<file path="config.mk">
export PLATFORM = sky130hd
export DESIGN_NAME = ccx_cond_call_compare_exec
export DESIGN_NICKNAME = d
export VERILOG_FILES = /design/src/hw/ccx_pkg.sv /design/src/hw/ccx_cond_call_compare_exec.sv
export SDC_FILE = /design/constraint.sdc
export NUM_CORES = 1
export LEC_CHECK = 0
export BUFFER_PORTS_ARGS = -buffer_cell sky130_fd_sc_hd__buf_2
export CAP_MARGIN = 20
export CORE_MARGIN = 2
export CORE_UTILIZATION = 45
export DETAILED_ROUTE_END_ITERATION = 12
export GPL_TIMING_DRIVEN = 0
export HOLD_SLACK_MARGIN = 0.02
export PLACE_DENSITY = 0.82
export SYNTH_ARGS = -nofsm -noshare
export SYNTH_HDL_FRONTEND = slang
export SYNTH_SLANG_ARGS = --single-unit
</file>
<file path="constraint.sdc">
create_clock -name clk_sys -period 7.09 [get_ports clk_sys]
set_clock_uncertainty 0.2 [all_clocks]
set_input_delay 1.418 -clock clk_sys [delete_from_list [all_inputs] [get_ports clk_sys]]
set_output_delay 1.418 -clock clk_sys [all_outputs]
set_load 0.02 [all_outputs]
</file>
<file path="src/hw/ccx_pkg.sv">
package ccx_pkg;
  // Instruction kinds presented to the unit
  typedef enum logic [2:0] {
    CCX_OP_NONE = 3'h0,
    CCX_OP_CALL_REL = 3'h1,
    CCX_OP_CALL_ABS = 3'h2,
    CCX_OP_CMP_MEM = 3'h3,
    CCX_OP_CMP_REG = 3'h4
  } ccx_op_t;
  // Relational operators for register compare
  typedef enum logic [1:0] {
    CCX_REL_EQ = 2'h0,
    CCX_REL_LT = 2'h1,
    CCX_REL_GE = 2'h2,
    CCX_REL_NE = 2'h3
  } ccx_relational_operator_t;
  // Operand kind of a compare source or destination
  typedef enum logic [0:0] {
    CCX_KIND_TA = 1'h0,
    CCX_KIND_AC = 1'h1
  } ccx_kind_t;
  // Condition classes of the 7-bit condition field: [6:4] class, [3:2] unit, [1:0] relational_operator
  localparam logic [2:0] CCX_CC_ACC_ZERO = 3'h0;
  localparam logic [2:0] CCX_CC_OVF = 3'h1;
  localparam logic [2:0] CCX_CC_CARRY = 3'h2;
  localparam logic [2:0] CCX_CC_TC1 = 3'h3;
  localparam logic [2:0] CCX_CC_TC2 = 3'h4;
  localparam logic [2:0] CCX_CC_NCARRY = 3'h5;
  localparam int CCX_CC_CLASS_MSB = 6;
  localparam int CCX_CC_CLASS_LSB = 4;
  localparam int CCX_CC_UNIT_MSB = 3;
  localparam int CCX_CC_UNIT_LSB = 2;
  // Absolute call opcode prefix and instruction sizes in bytes
  localparam logic [7:0] CCX_ABS_PREFIX = 8'h69;
  localparam logic [23:0] CCX_SIZE_REL = 24'h000004;
  localparam logic [23:0] CCX_SIZE_ABS = 24'h000005;
  // Cycle counts: taken/not taken
  localparam logic [2:0] CCX_CYC_REL_TAKEN = 3'h6;
  localparam logic [2:0] CCX_CYC_REL_NOT = 3'h5;
  localparam logic [2:0] CCX_CYC_ABS = 3'h5;
  // Stack pointer step and reset values
  localparam logic [15:0] CCX_STACK_STEP = 16'h0001;
  localparam logic [15:0] CCX_SP_RESET = 16'h0000;
  localparam logic [15:0] CCX_SSP_RESET = 16'h0000;
  localparam logic [23:0] CCX_PC_RESET = 24'h000000;
  localparam int CCX_LOOP_BITS = 8;
endpackage

</file>
<file path="src/hw/ccx_cond_call_compare_exec.sv">
// How it works
// RL1: call only when selected condition is true
// RL2: condition sees flags one cycle late
// RL3: data stack drops one, stores low return
// RL4: system stack drops one, stores loop:high return
// RL5: load target pc, clear control-flow context
// RL6: absolute call takes five cycles always
// RL7: absolute form: 24-bit target, prefix 0110 1001
// RL8: legacy mode zero tests use wide width
// RL9: condition uses overflow, carry, modes, test flags
// RL10: calls refused inside a repeat
// RL11: memory equals signed immediate sets flag
// RL12: compares allowed inside a repeat
// RL13: accumulator versus aux uses low sixteen bits
// RL14: relation true sets flag, else clears
// RL15: unsigned option; aux pairs compare 16 bits
// RL16: accumulator pairs 32 or 40 bits by mode
// RL17: legacy mode accumulator compares act wide
// RL18: register compare happens in execute stage
// RL19: false call keeps stacks, steps pc past it
//
// The implementer's own choices: the strobed register port and the address map.
`timescale 1ns/100ps
`default_nettype none
module ccx_cond_call_compare_exec
  import ccx_pkg::*;
#(
  parameter int AW = 24, // Program address width
  parameter int DW = 40 // Accumulator width
) (
  input wire logic clk_sys, // Core clock
  input wire logic rst, // Async reset, active high
  input wire logic issue, // One-cycle instruction issue strobe
  input wire ccx_pkg::ccx_op_t op, // Instruction kind
  input wire logic [7:0] opcode_prefix, // First opcode byte of absolute call
  input wire logic [6:0] cond_field, // Condition field of a call
  input wire logic [15:0] relative_target_offset, // Signed pc offset
  input wire logic [23:0] absolute_target_address, // Absolute target
  input wire logic in_repeat, // Instruction is a repeat body
  input wire logic [AW-1:0] pc_in, // Address of issued instruction
  input wire logic [CCX_LOOP_BITS-1:0] loop_context, // Loop context bits
  input wire logic [15:0] sp_in, // Data stack pointer load value
  input wire logic [15:0] ssp_in, // System stack pointer load value
  input wire logic sp_load, // Load both stack pointers
  input wire logic [DW-1:0] acc_a, // Accumulator operand a
  input wire logic [DW-1:0] acc_b, // Accumulator operand b
  input wire logic [15:0] ta_a, // Aux or temp operand a
  input wire logic [15:0] ta_b, // Aux or temp operand b
  input wire ccx_pkg::ccx_kind_t src_kind, // Source kind
  input wire ccx_pkg::ccx_kind_t dst_kind, // Destination kind
  input wire ccx_pkg::ccx_relational_operator_t relational_operator, // Relation
  input wire logic unsigned_opt, // Unsigned comparison
  input wire logic tc_sel, // 0 selects flag one, 1 flag two
  input wire logic [15:0] mem_operand, // Data memory operand
  input wire logic [15:0] signed_immediate_constant, // Immediate
  input wire logic [3:0] accumulator_overflow_flag, // Overflow flags
  input wire logic carry, // Carry status
  input wire logic legacy_compat_mode, // Legacy mode bit
  input wire logic wide_accumulator_mode, // Wide mode bit
  input wire logic [DW-1:0] acc_cond_value, // Accumulator under test
  output logic busy, // Multi-cycle call in progress
  output logic refused, // Pulse: call refused in repeat
  output logic [AW-1:0] pc_out, // Program counter
  output logic [15:0] data_stack_pointer, // Data stack pointer
  output logic [15:0] system_stack_pointer, // System stack pointer
  output logic stack_we, // Pulse: stack words valid
  output logic [15:0] data_stack_word, // Word at data stack top
  output logic [15:0] system_stack_word, // Word at system stack top
  output logic ctx_clear, // Pulse: clear control-flow context
  output logic test_condition_flag_one, // Test flag one
  output logic test_condition_flag_two, // Test flag two
  output logic [3:0] ovf_clear // Pulse: overflow flags consumed
);
  import ccx_pkg::*;

  typedef enum logic [1:0] {
    CCX_ST_IDLE = 2'b00,
    CCX_ST_READ = 2'b01,
    CCX_ST_WAIT = 2'b11
  } ccx_state_t;

  // ----------------------------------------
  // Condition inputs seen one cycle late
  // ----------------------------------------
  logic [3:0] ovf_d;
  logic carry_d;
  logic legacy_d;
  logic wide_d;
  logic [DW-1:0] acc_d;
  // One register stage on each condition input port; the test flag copies are delayed in their own block below
  always_ff @(posedge clk_sys or posedge rst) begin
    if (rst) begin
      ovf_d <= 4'h0;
      carry_d <= 1'b0;
      legacy_d <= 1'b0;
      wide_d <= 1'b0;
      acc_d <= '0;
    end else begin
      ovf_d <= accumulator_overflow_flag; // RL2
      carry_d <= carry;
      legacy_d <= legacy_compat_mode;
      wide_d <= wide_accumulator_mode;
      acc_d <= acc_cond_value;
    end
  end


  // ----------------------------------------
  // Latched call
  // ----------------------------------------
  ccx_state_t state;
  logic [6:0] cc;
  logic is_abs;
  logic [AW-1:0] call_pc;
  logic [AW-1:0] call_target;
  logic [CCX_LOOP_BITS-1:0] call_loop;
  logic [2:0] cyc;
  logic tc1_d;
  logic tc2_d;


  // A call issued while busy outside a repeat body is dropped without a refusal pulse
  wire logic call_issue = issue && (op == CCX_OP_CALL_REL ||
      (op == CCX_OP_CALL_ABS && opcode_prefix == CCX_ABS_PREFIX)); // RL7
  wire logic call_ok = call_issue && !in_repeat && state == CCX_ST_IDLE; // RL10


  // Zero test of an accumulator: 32 bits unless wide or legacy mode
  function automatic logic acc_rel(input logic [DW-1:0] v, input logic wide,
      input logic [1:0] rel);
    logic neg;
    logic zero;
    neg = wide ? v[DW-1] : v[31];
    zero = wide ? (v == '0) : (v[31:0] == 32'h0);
    case (rel)
      2'h0: acc_rel = zero;
      2'h1: acc_rel = neg;
      2'h2: acc_rel = !neg;
      default: acc_rel = !zero;
    endcase
  endfunction


  logic cond_true;
  always_comb begin
    cond_true = 1'b0;
    case (cc[CCX_CC_CLASS_MSB:CCX_CC_CLASS_LSB]) // RL9
      CCX_CC_ACC_ZERO: cond_true = acc_rel(acc_d, wide_d || legacy_d, cc[1:0]); // RL8
      CCX_CC_OVF: cond_true = ovf_d[cc[CCX_CC_UNIT_MSB:CCX_CC_UNIT_LSB]];
      CCX_CC_CARRY: cond_true = carry_d;
      CCX_CC_NCARRY: cond_true = !carry_d;
      CCX_CC_TC1: cond_true = tc1_d;
      CCX_CC_TC2: cond_true = tc2_d;
      // Unused classes never call
      default: cond_true = 1'b0;
    endcase
  end


  wire logic [AW-1:0] ret_addr = call_pc + (is_abs ? CCX_SIZE_ABS : CCX_SIZE_REL);
  wire logic [15:0] next_sp = data_stack_pointer - CCX_STACK_STEP;
  wire logic [15:0] next_ssp = system_stack_pointer - CCX_STACK_STEP;


  // ----------------------------------------
  // Call sequencer
  // ----------------------------------------
  always_ff @(posedge clk_sys or posedge rst) begin
    if (rst) begin
      state <= CCX_ST_IDLE;
      cc <= 7'h00;
      is_abs <= 1'b0;
      call_pc <= CCX_PC_RESET;
      call_target <= CCX_PC_RESET;
      call_loop <= '0;
      cyc <= 3'h0;
    end else begin
      case (state)
        CCX_ST_IDLE: begin
          if (call_ok) begin
            state <= CCX_ST_READ;
            cc <= cond_field;
            is_abs <= (op == CCX_OP_CALL_ABS);
            call_pc <= pc_in;
            call_loop <= loop_context;
            call_target <= (op == CCX_OP_CALL_ABS) ? absolute_target_address
                : pc_in + {{(AW-16){relative_target_offset[15]}}, relative_target_offset};
          end
        end
        CCX_ST_READ: begin
          state <= CCX_ST_WAIT;
          // Issue and read cycles already consumed two of the total
          if (is_abs) cyc <= CCX_CYC_ABS - 3'h2; // RL6
          else cyc <= (cond_true ? CCX_CYC_REL_TAKEN : CCX_CYC_REL_NOT) - 3'h2;
        end
        CCX_ST_WAIT: begin
          cyc <= cyc - 3'h1;
          // Counter ends at one so the idle edge closes the occupancy
          if (cyc == 3'h1) state <= CCX_ST_IDLE;
        end
        default: state <= CCX_ST_IDLE;
      endcase
    end
  end

  wire logic taken = (state == CCX_ST_READ) && cond_true; // RL1

  // ----------------------------------------
  // Stack pointers and pushed words: pushes in the read stage, pointer loads when idle
  // ----------------------------------------
  always_ff @(posedge clk_sys or posedge rst) begin
    if (rst) begin
      data_stack_pointer <= CCX_SP_RESET;
      system_stack_pointer <= CCX_SSP_RESET;
      data_stack_word <= 16'h0000;
      system_stack_word <= 16'h0000;
      stack_we <= 1'b0;
    end else begin
      stack_we <= taken;
      // A false call leaves pointers and pushed words alone
      if (taken) begin
        data_stack_pointer <= next_sp; // RL3
        data_stack_word <= ret_addr[15:0]; // RL3
        system_stack_pointer <= next_ssp; // RL4
        system_stack_word <= {call_loop, ret_addr[23:16]}; // RL4
        // A push outranks a pointer load in the same cycle; the load is lost
      end else if (sp_load && state == CCX_ST_IDLE) begin
        data_stack_pointer <= sp_in;
        system_stack_pointer <= ssp_in;
      end // RL19
    end
  end


  // ----------------------------------------
  // Program counter and context flag clear
  // ----------------------------------------
  always_ff @(posedge clk_sys or posedge rst) begin
    if (rst) begin
      pc_out <= CCX_PC_RESET;
      ctx_clear <= 1'b0;
      ovf_clear <= 4'h0;
    end else begin
      ctx_clear <= taken; // RL5
      ovf_clear <= 4'h0;
      if (state == CCX_ST_READ) begin
        // Taken or not, pc leaves the call in the read stage
        if (cond_true) pc_out <= call_target; // RL5
        else pc_out <= ret_addr; // RL19
        // Testing an overflow flag consumes it
        if (cc[CCX_CC_CLASS_MSB:CCX_CC_CLASS_LSB] == CCX_CC_OVF) begin
          ovf_clear[cc[CCX_CC_UNIT_MSB:CCX_CC_UNIT_LSB]] <= 1'b1; // RL9
        end
      end
    end
  end


  // ----------------------------------------
  // Occupancy and refusal
  // ----------------------------------------
  // Busy falls with the last wait edge so the next call may issue at once
  always_ff @(posedge clk_sys or posedge rst) begin
    if (rst) begin
      busy <= 1'b0;
      refused <= 1'b0;
    end else begin
      busy <= (state != CCX_ST_IDLE && !(state == CCX_ST_WAIT && cyc == 3'h1)) || call_ok;
      refused <= call_issue && in_repeat; // RL10
    end
  end


  // ----------------------------------------
  // Compare group, execute stage
  // ----------------------------------------
  logic [DW:0] ca;
  logic [DW:0] cb;
  logic rel_true;
  always_comb begin
    ca = '0;
    cb = '0;
    // One extra bit lets a single unsigned compare serve both options
    if (src_kind == CCX_KIND_AC && dst_kind == CCX_KIND_AC) begin
      if (wide_accumulator_mode || legacy_compat_mode) begin // RL16 RL17
        ca = {unsigned_opt ? 1'b0 : acc_a[DW-1], acc_a};
        cb = {unsigned_opt ? 1'b0 : acc_b[DW-1], acc_b};
      end else begin // RL16
        ca = {{(DW-31){unsigned_opt ? 1'b0 : acc_a[31]}}, acc_a[31:0]};
        cb = {{(DW-31){unsigned_opt ? 1'b0 : acc_b[31]}}, acc_b[31:0]};
      end
    end else begin
      // Mixed or aux pairs: 16 bits, accumulator low half only
      ca[15:0] = (src_kind == CCX_KIND_AC) ? acc_a[15:0] : ta_a; // RL13
      cb[15:0] = (dst_kind == CCX_KIND_AC) ? acc_b[15:0] : ta_b;
      ca[DW:16] = {(DW-15){unsigned_opt ? 1'b0 : ca[15]}}; // RL15
      cb[DW:16] = {(DW-15){unsigned_opt ? 1'b0 : cb[15]}};
    end
    // Sign flip of the extended top bit turns a signed compare unsigned-style
    ca[DW] = ~ca[DW];
    cb[DW] = ~cb[DW];
    // Relations read source against destination
    case (relational_operator)
      CCX_REL_EQ: rel_true = (ca == cb);
      CCX_REL_LT: rel_true = (ca < cb);
      CCX_REL_GE: rel_true = (ca >= cb);
      default: rel_true = (ca != cb);
    endcase
  end


  // ----------------------------------------
  // Test condition flags
  // ----------------------------------------
  // Compares are legal in repeat bodies, so in_repeat is not consulted
  wire logic cmp_mem = issue && op == CCX_OP_CMP_MEM; // RL12
  wire logic cmp_reg = issue && op == CCX_OP_CMP_REG; // RL12
  wire logic cmp_res = cmp_mem ? (mem_operand == signed_immediate_constant) // RL11
      : rel_true; // RL14

  always_ff @(posedge clk_sys or posedge rst) begin
    if (rst) begin
      test_condition_flag_one <= 1'b0;
      test_condition_flag_two <= 1'b0;
    end else if (cmp_mem || cmp_reg) begin // RL18
      if (tc_sel) test_condition_flag_two <= cmp_res; // RL14
      else test_condition_flag_one <= cmp_res; // RL11
    end
  end


  // Flag copies seen by the call condition, one cycle behind
  always_ff @(posedge clk_sys or posedge rst) begin
    if (rst) begin
      tc1_d <= 1'b0;
      tc2_d <= 1'b0;
    end else begin
      tc1_d <= test_condition_flag_one; // RL2
      tc2_d <= test_condition_flag_two;
    end
  end

endmodule // ccx_cond_call_compare_exec
`default_nettype wire

</file>
==> metrics.md, run 1 <==
| Metric | Value |
|---|---|
| WP data arrival | 5.71 ns |
| Setup Buffers After CTS | 0 |
| Internal | around 3.3 mW |
| Number of global-route vias before repair | approximately 12000 |
| Post-CTS sizing | 0 |
| CTS sink cnt | approximately 220 |
| Worst-Margin Slew | 0.918 ns |
| Routability-driven placement congestion ratio | 0.910 |
| Commonest non-fill, non-tap cell in the layout | buf_2 |
| Fmax | about 180 MHz |
| Layout cell share with drive strength beyond 1 | roughly 28% |
| Critical path peak fanout | 10 |
| Drt wl/cell | 18.3 um |
| Clock share of power | 23.4% |
| Fillcell total | 2324 |
| Worst path cell trace | clkbuf_1 -> nand2_1 -> nor3_1 -> a22oi_1 -> nor2_1 -> a21o_1 -> nand2_1 -> ha_1 -> nand4_1 -> nor4_1 -> nor3b_1 -> nand2_1 -> nor4_1 -> mux2i_1 -> o21ai_0 -> nand4_1 -> mux2_2 |
| Remaining DRCs | 0 |
| Total Routing Usage GR | 26.9% |
| Final Core Density | 58.4% |
| Synth cell types | between 60 and 70 |
| Synth top area cells | dfrtp_1, nand2_1, ha_1 |
| Max Slew Vio Count | 0 |
| Power Density | 359 nW/um^2 |
| Pin count of the biggest net entering global routing | 45 |
| Fin crit period | 5.52 ns |
| Setup crit end kind | flip-flop |
| Busiest layer in global routing | met2 |
| Synthesized area per cell | 9.12 sq um |
| Final antenna-violating net count | 0 |
| Core area | 26700 sq um |
| Root buffer cell | clkbuf_16 |
| Unrepaired setup endpoints after global routing | false |
| Nets | roughly 2200 |
| Fin worst setup slack | between 1.5 and 2 ns |
| Non-filler cells, final | 2142 |
| Total negative slack | 0 ns |
| Final number of hold-violating endpoints | 0 |
| CP delay by family, top | simple AND/OR/NAND/NOR gates |
| I/O pin total | 422 |
| Post-synth EDFFs | 0 |
| Max Cap Viol | 0 |
| Mapped Nets | 1724 |
| Worst Hold Margin | 0.194 ns |
| Die X | 168 um |
| WHS Path Cells | 0 |
| Startpoint Class | input pin |
| Vias per cell | 5.53 |
| Worst Setup Path Type | input pin to flip-flop |
| Final WL | 39300 um |
| Netlist Area Pre-Place | 12100 sq um |
| Pre-CTS WS | 1.10 ns |
| Global-route met1 utilization | between 30% and 40% |
| Port Buffer Count | 419 |
| Die footprint | 28300 sq um |
| CTS tree | done |
| Site Rows | 60 |
| Area leader, netlist | dfrtp_1 |
| Area share of the largest cell type after synthesis | 44.4% |
| H-tree levels | 1 |
| CP peak stage delay | 0.42 ns |
| Psw | 2.27 mW |
| DP Wirelength | between 30000 and 40000 um |
| Max Root-Sink Buffers | 3 |
| Sw Ratio | 40.5% |
| Sequential share of power | 36.4% |
| HP Class | flip-flop to flip-flop |
| Final Setup Violations | 0 |
| Iter 0 DRT Violations | just under 1000 |
| Worst Path Required | 7.28 ns |
| Layout area overhead | 28.7% |
| Status | completed |
| First-pass detailed-route iteration total | 5 |
| Initial antenna violation count | 9 |
| Via count | 11800 |
| Max VDD drop | 0.229 mV |
| Worst path bufs/invs | 1 |
| Worst-path clk slew | 0.06 ns |
| Reg2reg path depth | 12 |
| Hold-fix buffers, CTS | 0 |
| Met2 Usage GRT | 47.4% |
| Grt ovf | 0 |
| Max transition margin | 38.7% |
| Design Area, Final | 15600 sq um |
| First-pass GRT wire length | 60500 um |
| CTS buffer count | 23 |
| Ys async rst share | 100% |
| Comb pwr share | roughly 40% |
| Slowest CP cell | clkbuf_1 |
| Initial Utilization | 45.4% |
| GR Layer Usage met3 | 4.75% |
| #FFs+latches synth | 215 |
| Crit share post-route | 77.8% |
| Sequential-to-total area share from yosys stat | 44.4% |
| Synth Instances | about 1300 |
| Clk_lat worst skew | 0.52 ns |
| Overall Power | 5.60 mW |
| Dpl cells | between 2000 and 2500 |
| Most frequent cells in the layout | buf_2, nand2_1, dfrtp_1 |
| Die Ht | about 170 um |
| Leak | 7.96 nW |
| Top cell by count, worst path | nand2_1 |
| Post-DP Area | 14700 sq um |
| Ys flop type | dfrtp_1 |
| Worst path depth | 17 |
| YS warnings | 0 |
## sequential cells by signal (all words and copies together) (netlist names), 2 cells and up
| register | cells |
|---|---|
| ovf_clear | 4 |
| data_stack_word | 16 |
| call_pc | 24 |
| cc | 7 |
| data_stack_pointer | 16 |
| call_target | 24 |
| call_loop | 8 |
| state | 2 |
| cyc | 3 |
| system_stack_word | 16 |
| system_stack_pointer | 16 |
| ovf_d | 4 |
| pc_out | 24 |
| acc_d | 40 |
## synthesized netlist by cell type (18+ instances only)
| cell type | instances |
|---|---|
| mux2i_1 | 44 |
| nand4_1 | 21 |
| inv_1 | 22 |
| a211oi_1 | 23 |
| nor3_1 | 19 |
| nor2_1 | 90 |
| clkbuf_1 | 42 |
| a21oi_1 | 77 |
| mux2_2 | 20 |
| ha_1 | 70 |
| o21a_1 | 24 |
| o21ai_0 | 90 |
| xnor2_1 | 30 |
| dfrtp_1 | 215 |
| nand3_1 | 18 |
| nand2_1 | 303 |
| a21o_1 | 33 |
## worst register-to-register path, cell delays in order (launching register included)
cell and delay (ns):
dfrtp_1 0.36, nor4_1 0.37, nand4_1 0.24, o31ai_1 0.29, nand4b_1 0.11, and2_1 0.17
buf_6 0.15, or2_4 0.27, inv_2 0.11, buf_2 0.26, buf_1 0.45, nand2_1 0.12
nand2_1 0.07
## final timing paths
check	start	to	slack, ns
hold reg to reg	test_condition_flag_two$_DFFE_PP0P_	tc2_d$_DFF_PP0_	0.19
setup reg to reg	acc_d[0]$_DFF_PP0_	data_stack_word[0]$_DFFE_PP0P_	3.86
min in group asynchronous	rst	system_stack_pointer[3]$_DFFE_PP0P_	0.83
hold / removal	test_condition_flag_two$_DFFE_PP0P_	tc2_d$_DFF_PP0_	0.19
max in group asynchronous	rst	call_pc[10]$_DFFE_PP0P_	4.73
setup / recovery	dst_kind	test_condition_flag_one$_DFFE_PP0P_	1.57
## power groups by stage
stage	Sequential, mW	Clock, mW	Combinational, mW
after floorplan	2.22	0	1.24
after global placement	2.02	0	2.17
after detailed placement	2.04	0	2.23
after CTS	2.03	1.33	2.25
after global routing	2.09	1.37	2.47
final	2.04	1.31	2.25
## cells by family after synthesis
family | Yosys count | share of synthesized area (%)
flops | 215 | 44.4
fa+ha+maj | 71 | 7.39
compound gates | 312 | 16.3
xor+xnor | 47 | 3.40
simple gates | 539 | 20.1
mux | 65 | 5.71
buf+inv | 80 | 2.71
## area by class of cell
cell class,count,area (sq um),area share [%]
Multi-Input combinational cell,1034,6410,41.1
Sequential cell,215,5380,34.5
Timing Repair Buffer,424,2200,14.1
Clock buffer,29,618,3.96
Tap cell,341,427,2.74
Buffer,57,243,1.56
Clock inverter,13,215,1.38
Inverter,23,90.1,0.578
Antenna cell,6,15.0,0.0963
## per-layer routing
layer  wire length, um  part of all wire (%)  vias up
li1                  -                     -     5616
met2             19100                    49      566
met5                 0                     0        -
met3              3050                   7.8      103
met4              1480                   3.8        0
met1             15600                    40     5553
(Power assumes the default switching activity.)
==> inputs of run 2 (changes only) <==
- clock period: 7.09 -> 4.8 ns (I/O delays scaled with it)
==> run 2 against run 1 <==
  * Worst setup slack worse by 1.3 ns
  * Global-route usage unchanged
  * Final cell count unchanged
  * Final area up 0.14%
  * Die area unchanged
  * Core utilization up 0.080 points
  * Critical path depth down 2
  * Wire length down 0.12%
  * Hold slack worse by 0.00054 ns
  * Largest power group unchanged
  * Highest routed layer unchanged
==> metrics.md, run 2 (synthesis results as in run 1) <==
| Metric | Value |
|---|---|
| Status | completed (unchanged) |
| Initial Utilization | 45.4% (unchanged) |
| CP delay by family, top | simple AND/OR/NAND/NOR gates (unchanged) |
| First-pass GRT wire length | 60500 um (unchanged) |
| Nets | 2173 (unchanged) |
| Max reg flops | 40 (unchanged) |
| Hold Path Origin | test_condition_flag_two$_DFFE_PP0P_ (unchanged) |
| Remaining DRCs | 0 (unchanged) |
| Worst Path Required | 4.99 ns (was 7.28 ns) |
| Layout area overhead | 28.8% (was 28.7%) |
| WP data arrival | 4.72 ns (was 5.71 ns) |
| Non-filler cells, final | 2142 (unchanged) |
| Vias per cell | 5.53 (about the same) |
| Core area | 26700 sq um (unchanged) |
| Fmax | roughly 220 MHz |
| Worst path bufs/invs | 2 (was 1) |
| Layout cell share with drive strength beyond 1 | 28.9% (was 28.4%) |
| Biggest register | acc_d (unchanged) |
| Final antenna-violating net count | 0 (unchanged) |
| Overall Power | 8.27 mW (was 5.60 mW) |
| Pin count of the biggest net entering global routing | 45 (unchanged) |
| Via count | 11800 (about the same) |
| Worst path depth | 15 (was 17) |
| Site Rows | 60 (unchanged) |
| Worst-Margin Slew | 0.920 ns (was 0.918 ns) |
| Commonest non-fill, non-tap cell in the layout | buf_2 (unchanged) |
| Worst Setup Path Type | input pin to flip-flop (unchanged) |
| Initial antenna violation count | 9 (unchanged) |
| Clk_lat worst skew | 0.52 ns (about the same) |
| Die X | 168 um (unchanged) |
| Slowest CP cell | nor4_1 (was clkbuf_1) |
| Startpoint Class | input pin (unchanged) |
| Power Density | 529 nW/um^2 (was 359 nW/um^2) |
| CTS sink cnt | 215 (unchanged) |
| Hold-fix buffers, CTS | 0 (unchanged) |
| Worst-path clk slew | 0.06 ns (about the same) |
| Crit share post-route | 94.3% |
| Total Routing Usage GR | 26.9% (unchanged) |
| Dpl cells | 2094 (unchanged) |
| CP peak stage delay | 0.45 ns (was 0.42 ns) |
| Max VDD drop | 0.336 mV (was 0.229 mV) |
| Worst path cell trace | clkbuf_2 -> mux2i_1 -> o21ai_1 -> clkbuf_1 -> o21ai_0 -> ha_1 -> nand4_1 -> nor4_1 -> nor3b_1 -> nand2_1 -> nor4_1 -> mux2i_1 -> o21ai_0 -> nand4_1 -> mux2_2 (was clkbuf_1 -> nand2_1 -> nor3_1 -> a22oi_1 -> nor2_1 -> a21o_1 -> nand2_1 -> ha_1 -> nand4_1 -> nor4_1 -> nor3b_1 -> nand2_1 -> nor4_1 -> mux2i_1 -> o21ai_0 -> nand4_1 -> mux2_2) |
| First-pass detailed-route iteration total | 5 (unchanged) |
| Final Setup Violations | 0 (unchanged) |
| CTS tree | done (unchanged) |
| Reg2reg path depth | 12 (unchanged) |
| Leak | 7.97 nW (was 7.96 nW) |
| Setup Buffers After CTS | 0 (unchanged) |
| Port Buffer Count | 419 (unchanged) |
| Max Cap Viol | 0 (unchanged) |
| Final number of hold-violating endpoints | 0 (unchanged) |
| Critical path peak fanout | 10 (unchanged) |
| HP Class | flip-flop to flip-flop (unchanged) |
| Max Root-Sink Buffers | 3 (unchanged) |
| WHS Path Cells | 0 (unchanged) |
| Crit path launch | dst_kind (unchanged) |
| Routability-driven placement congestion ratio | 0.910 (unchanged) |
| Setup crit end kind | flip-flop (unchanged) |
| Max transition margin | 38.5% (was 38.7%) |
| I/O pin total | 422 (unchanged) |
| Die footprint | 28300 sq um (unchanged) |
| DP Wirelength | 31600 um (unchanged) |
| H-tree levels | 1 (unchanged) |
| Number of global-route vias before repair | 11600 (unchanged) |
| Most frequent cells in the layout | buf_2, nand2_1, dfrtp_1 (unchanged) |
| Grt ovf | 0 (unchanged) |
| Fin crit period | 4.53 ns |
| RR Startpoint | acc_d[0]$_DFF_PP0_ (unchanged) |
| Max Slew Vio Count | 0 (unchanged) |
| Final WL | 39200 um (was 39300 um) |
| Root buffer cell | clkbuf_16 (unchanged) |
| Die Ht | 168 um (unchanged) |
| Drt wl/cell | 18.3 um (about the same) |
| Iter 0 DRT Violations | 944 (was 982) |
| CTS buffer count | 23 (unchanged) |
## run 2: cell types whose count changed in the layout (fill, tap and decap cells not counted)
cell / delta
nor2_2: +3
clkbuf_2: +2
nor3_1: -1
o21ai_0: -1
nor2_1: -3
o21ai_2: +1
nand2_1: -1
nand2_2: +1
nor3_2: +1
clkbuf_1: -2
## run 2: layer usage
metal  share of wire [%]  global-route usage, %
met1                  40                   32.9
met2                  49                   47.4
met3                 7.6                   4.75
met4                 3.9                   10.6
met5                   0                      0
## run 2: what timing repair did
action	4_1_cts	5_1_grt
resized for setup	5	5
setup endpoints to repair	2	2
cloned	0	0
## run 2: report_power, final
group	switching [mW]	internal (mW)
sequential	0.560	2.45
clock	0.742	1.19
combinational	2.04	1.28
total	3.34	4.93
## run 2: worst paths after layout
kind	endpoint	slack, ns
worst min register to register	tc2_d$_DFF_PP0_	0.19
worst max-delay path	test_condition_flag_one$_DFFE_PP0P_	0.27
worst max register to register	data_stack_word[0]$_DFFE_PP0P_	1.56
worst min-delay path	tc2_d$_DFF_PP0_	0.19
min in group asynchronous	system_stack_pointer[3]$_DFFE_PP0P_	0.37
max in group asynchronous	call_target[2]$_DFFE_PP0P_	2.90
## run 2: cell type report
class	count	area [sq um]
Antenna cell	6	15.0
Inverter	23	90.1
Sequential cell	215	5380
Fill cell	2325	11100
Clock buffer	29	618
Clock inverter	13	215
Multi-Input combinational cell	1034	6430
Tap cell	341	427
Timing Repair Buffer	424	2200
Buffer	57	245
## run 2: through the flow
step | cell area [sq um] | setup TNS, ns | hold slack [ns] | util, % | setup slack [ns]
2_1_floorplan | 12100 | 0 | 0.239 | - | 0.260
3_3_place_gp | 14600 | -66.90 | 0.181 | 54.8 | -0.639
3_5_place_dp | 14700 | -1.47 | 0.181 | 55.2 | -0.736
4_1_cts | 15600 | 0 | 0.199 | 58.3 | 0.0733
5_1_grt | 15600 | -0.000385 | 0.210 | 58.4 | -0.000385
6_report | 15600 | 0 | 0.194 | 58.4 | 0.272
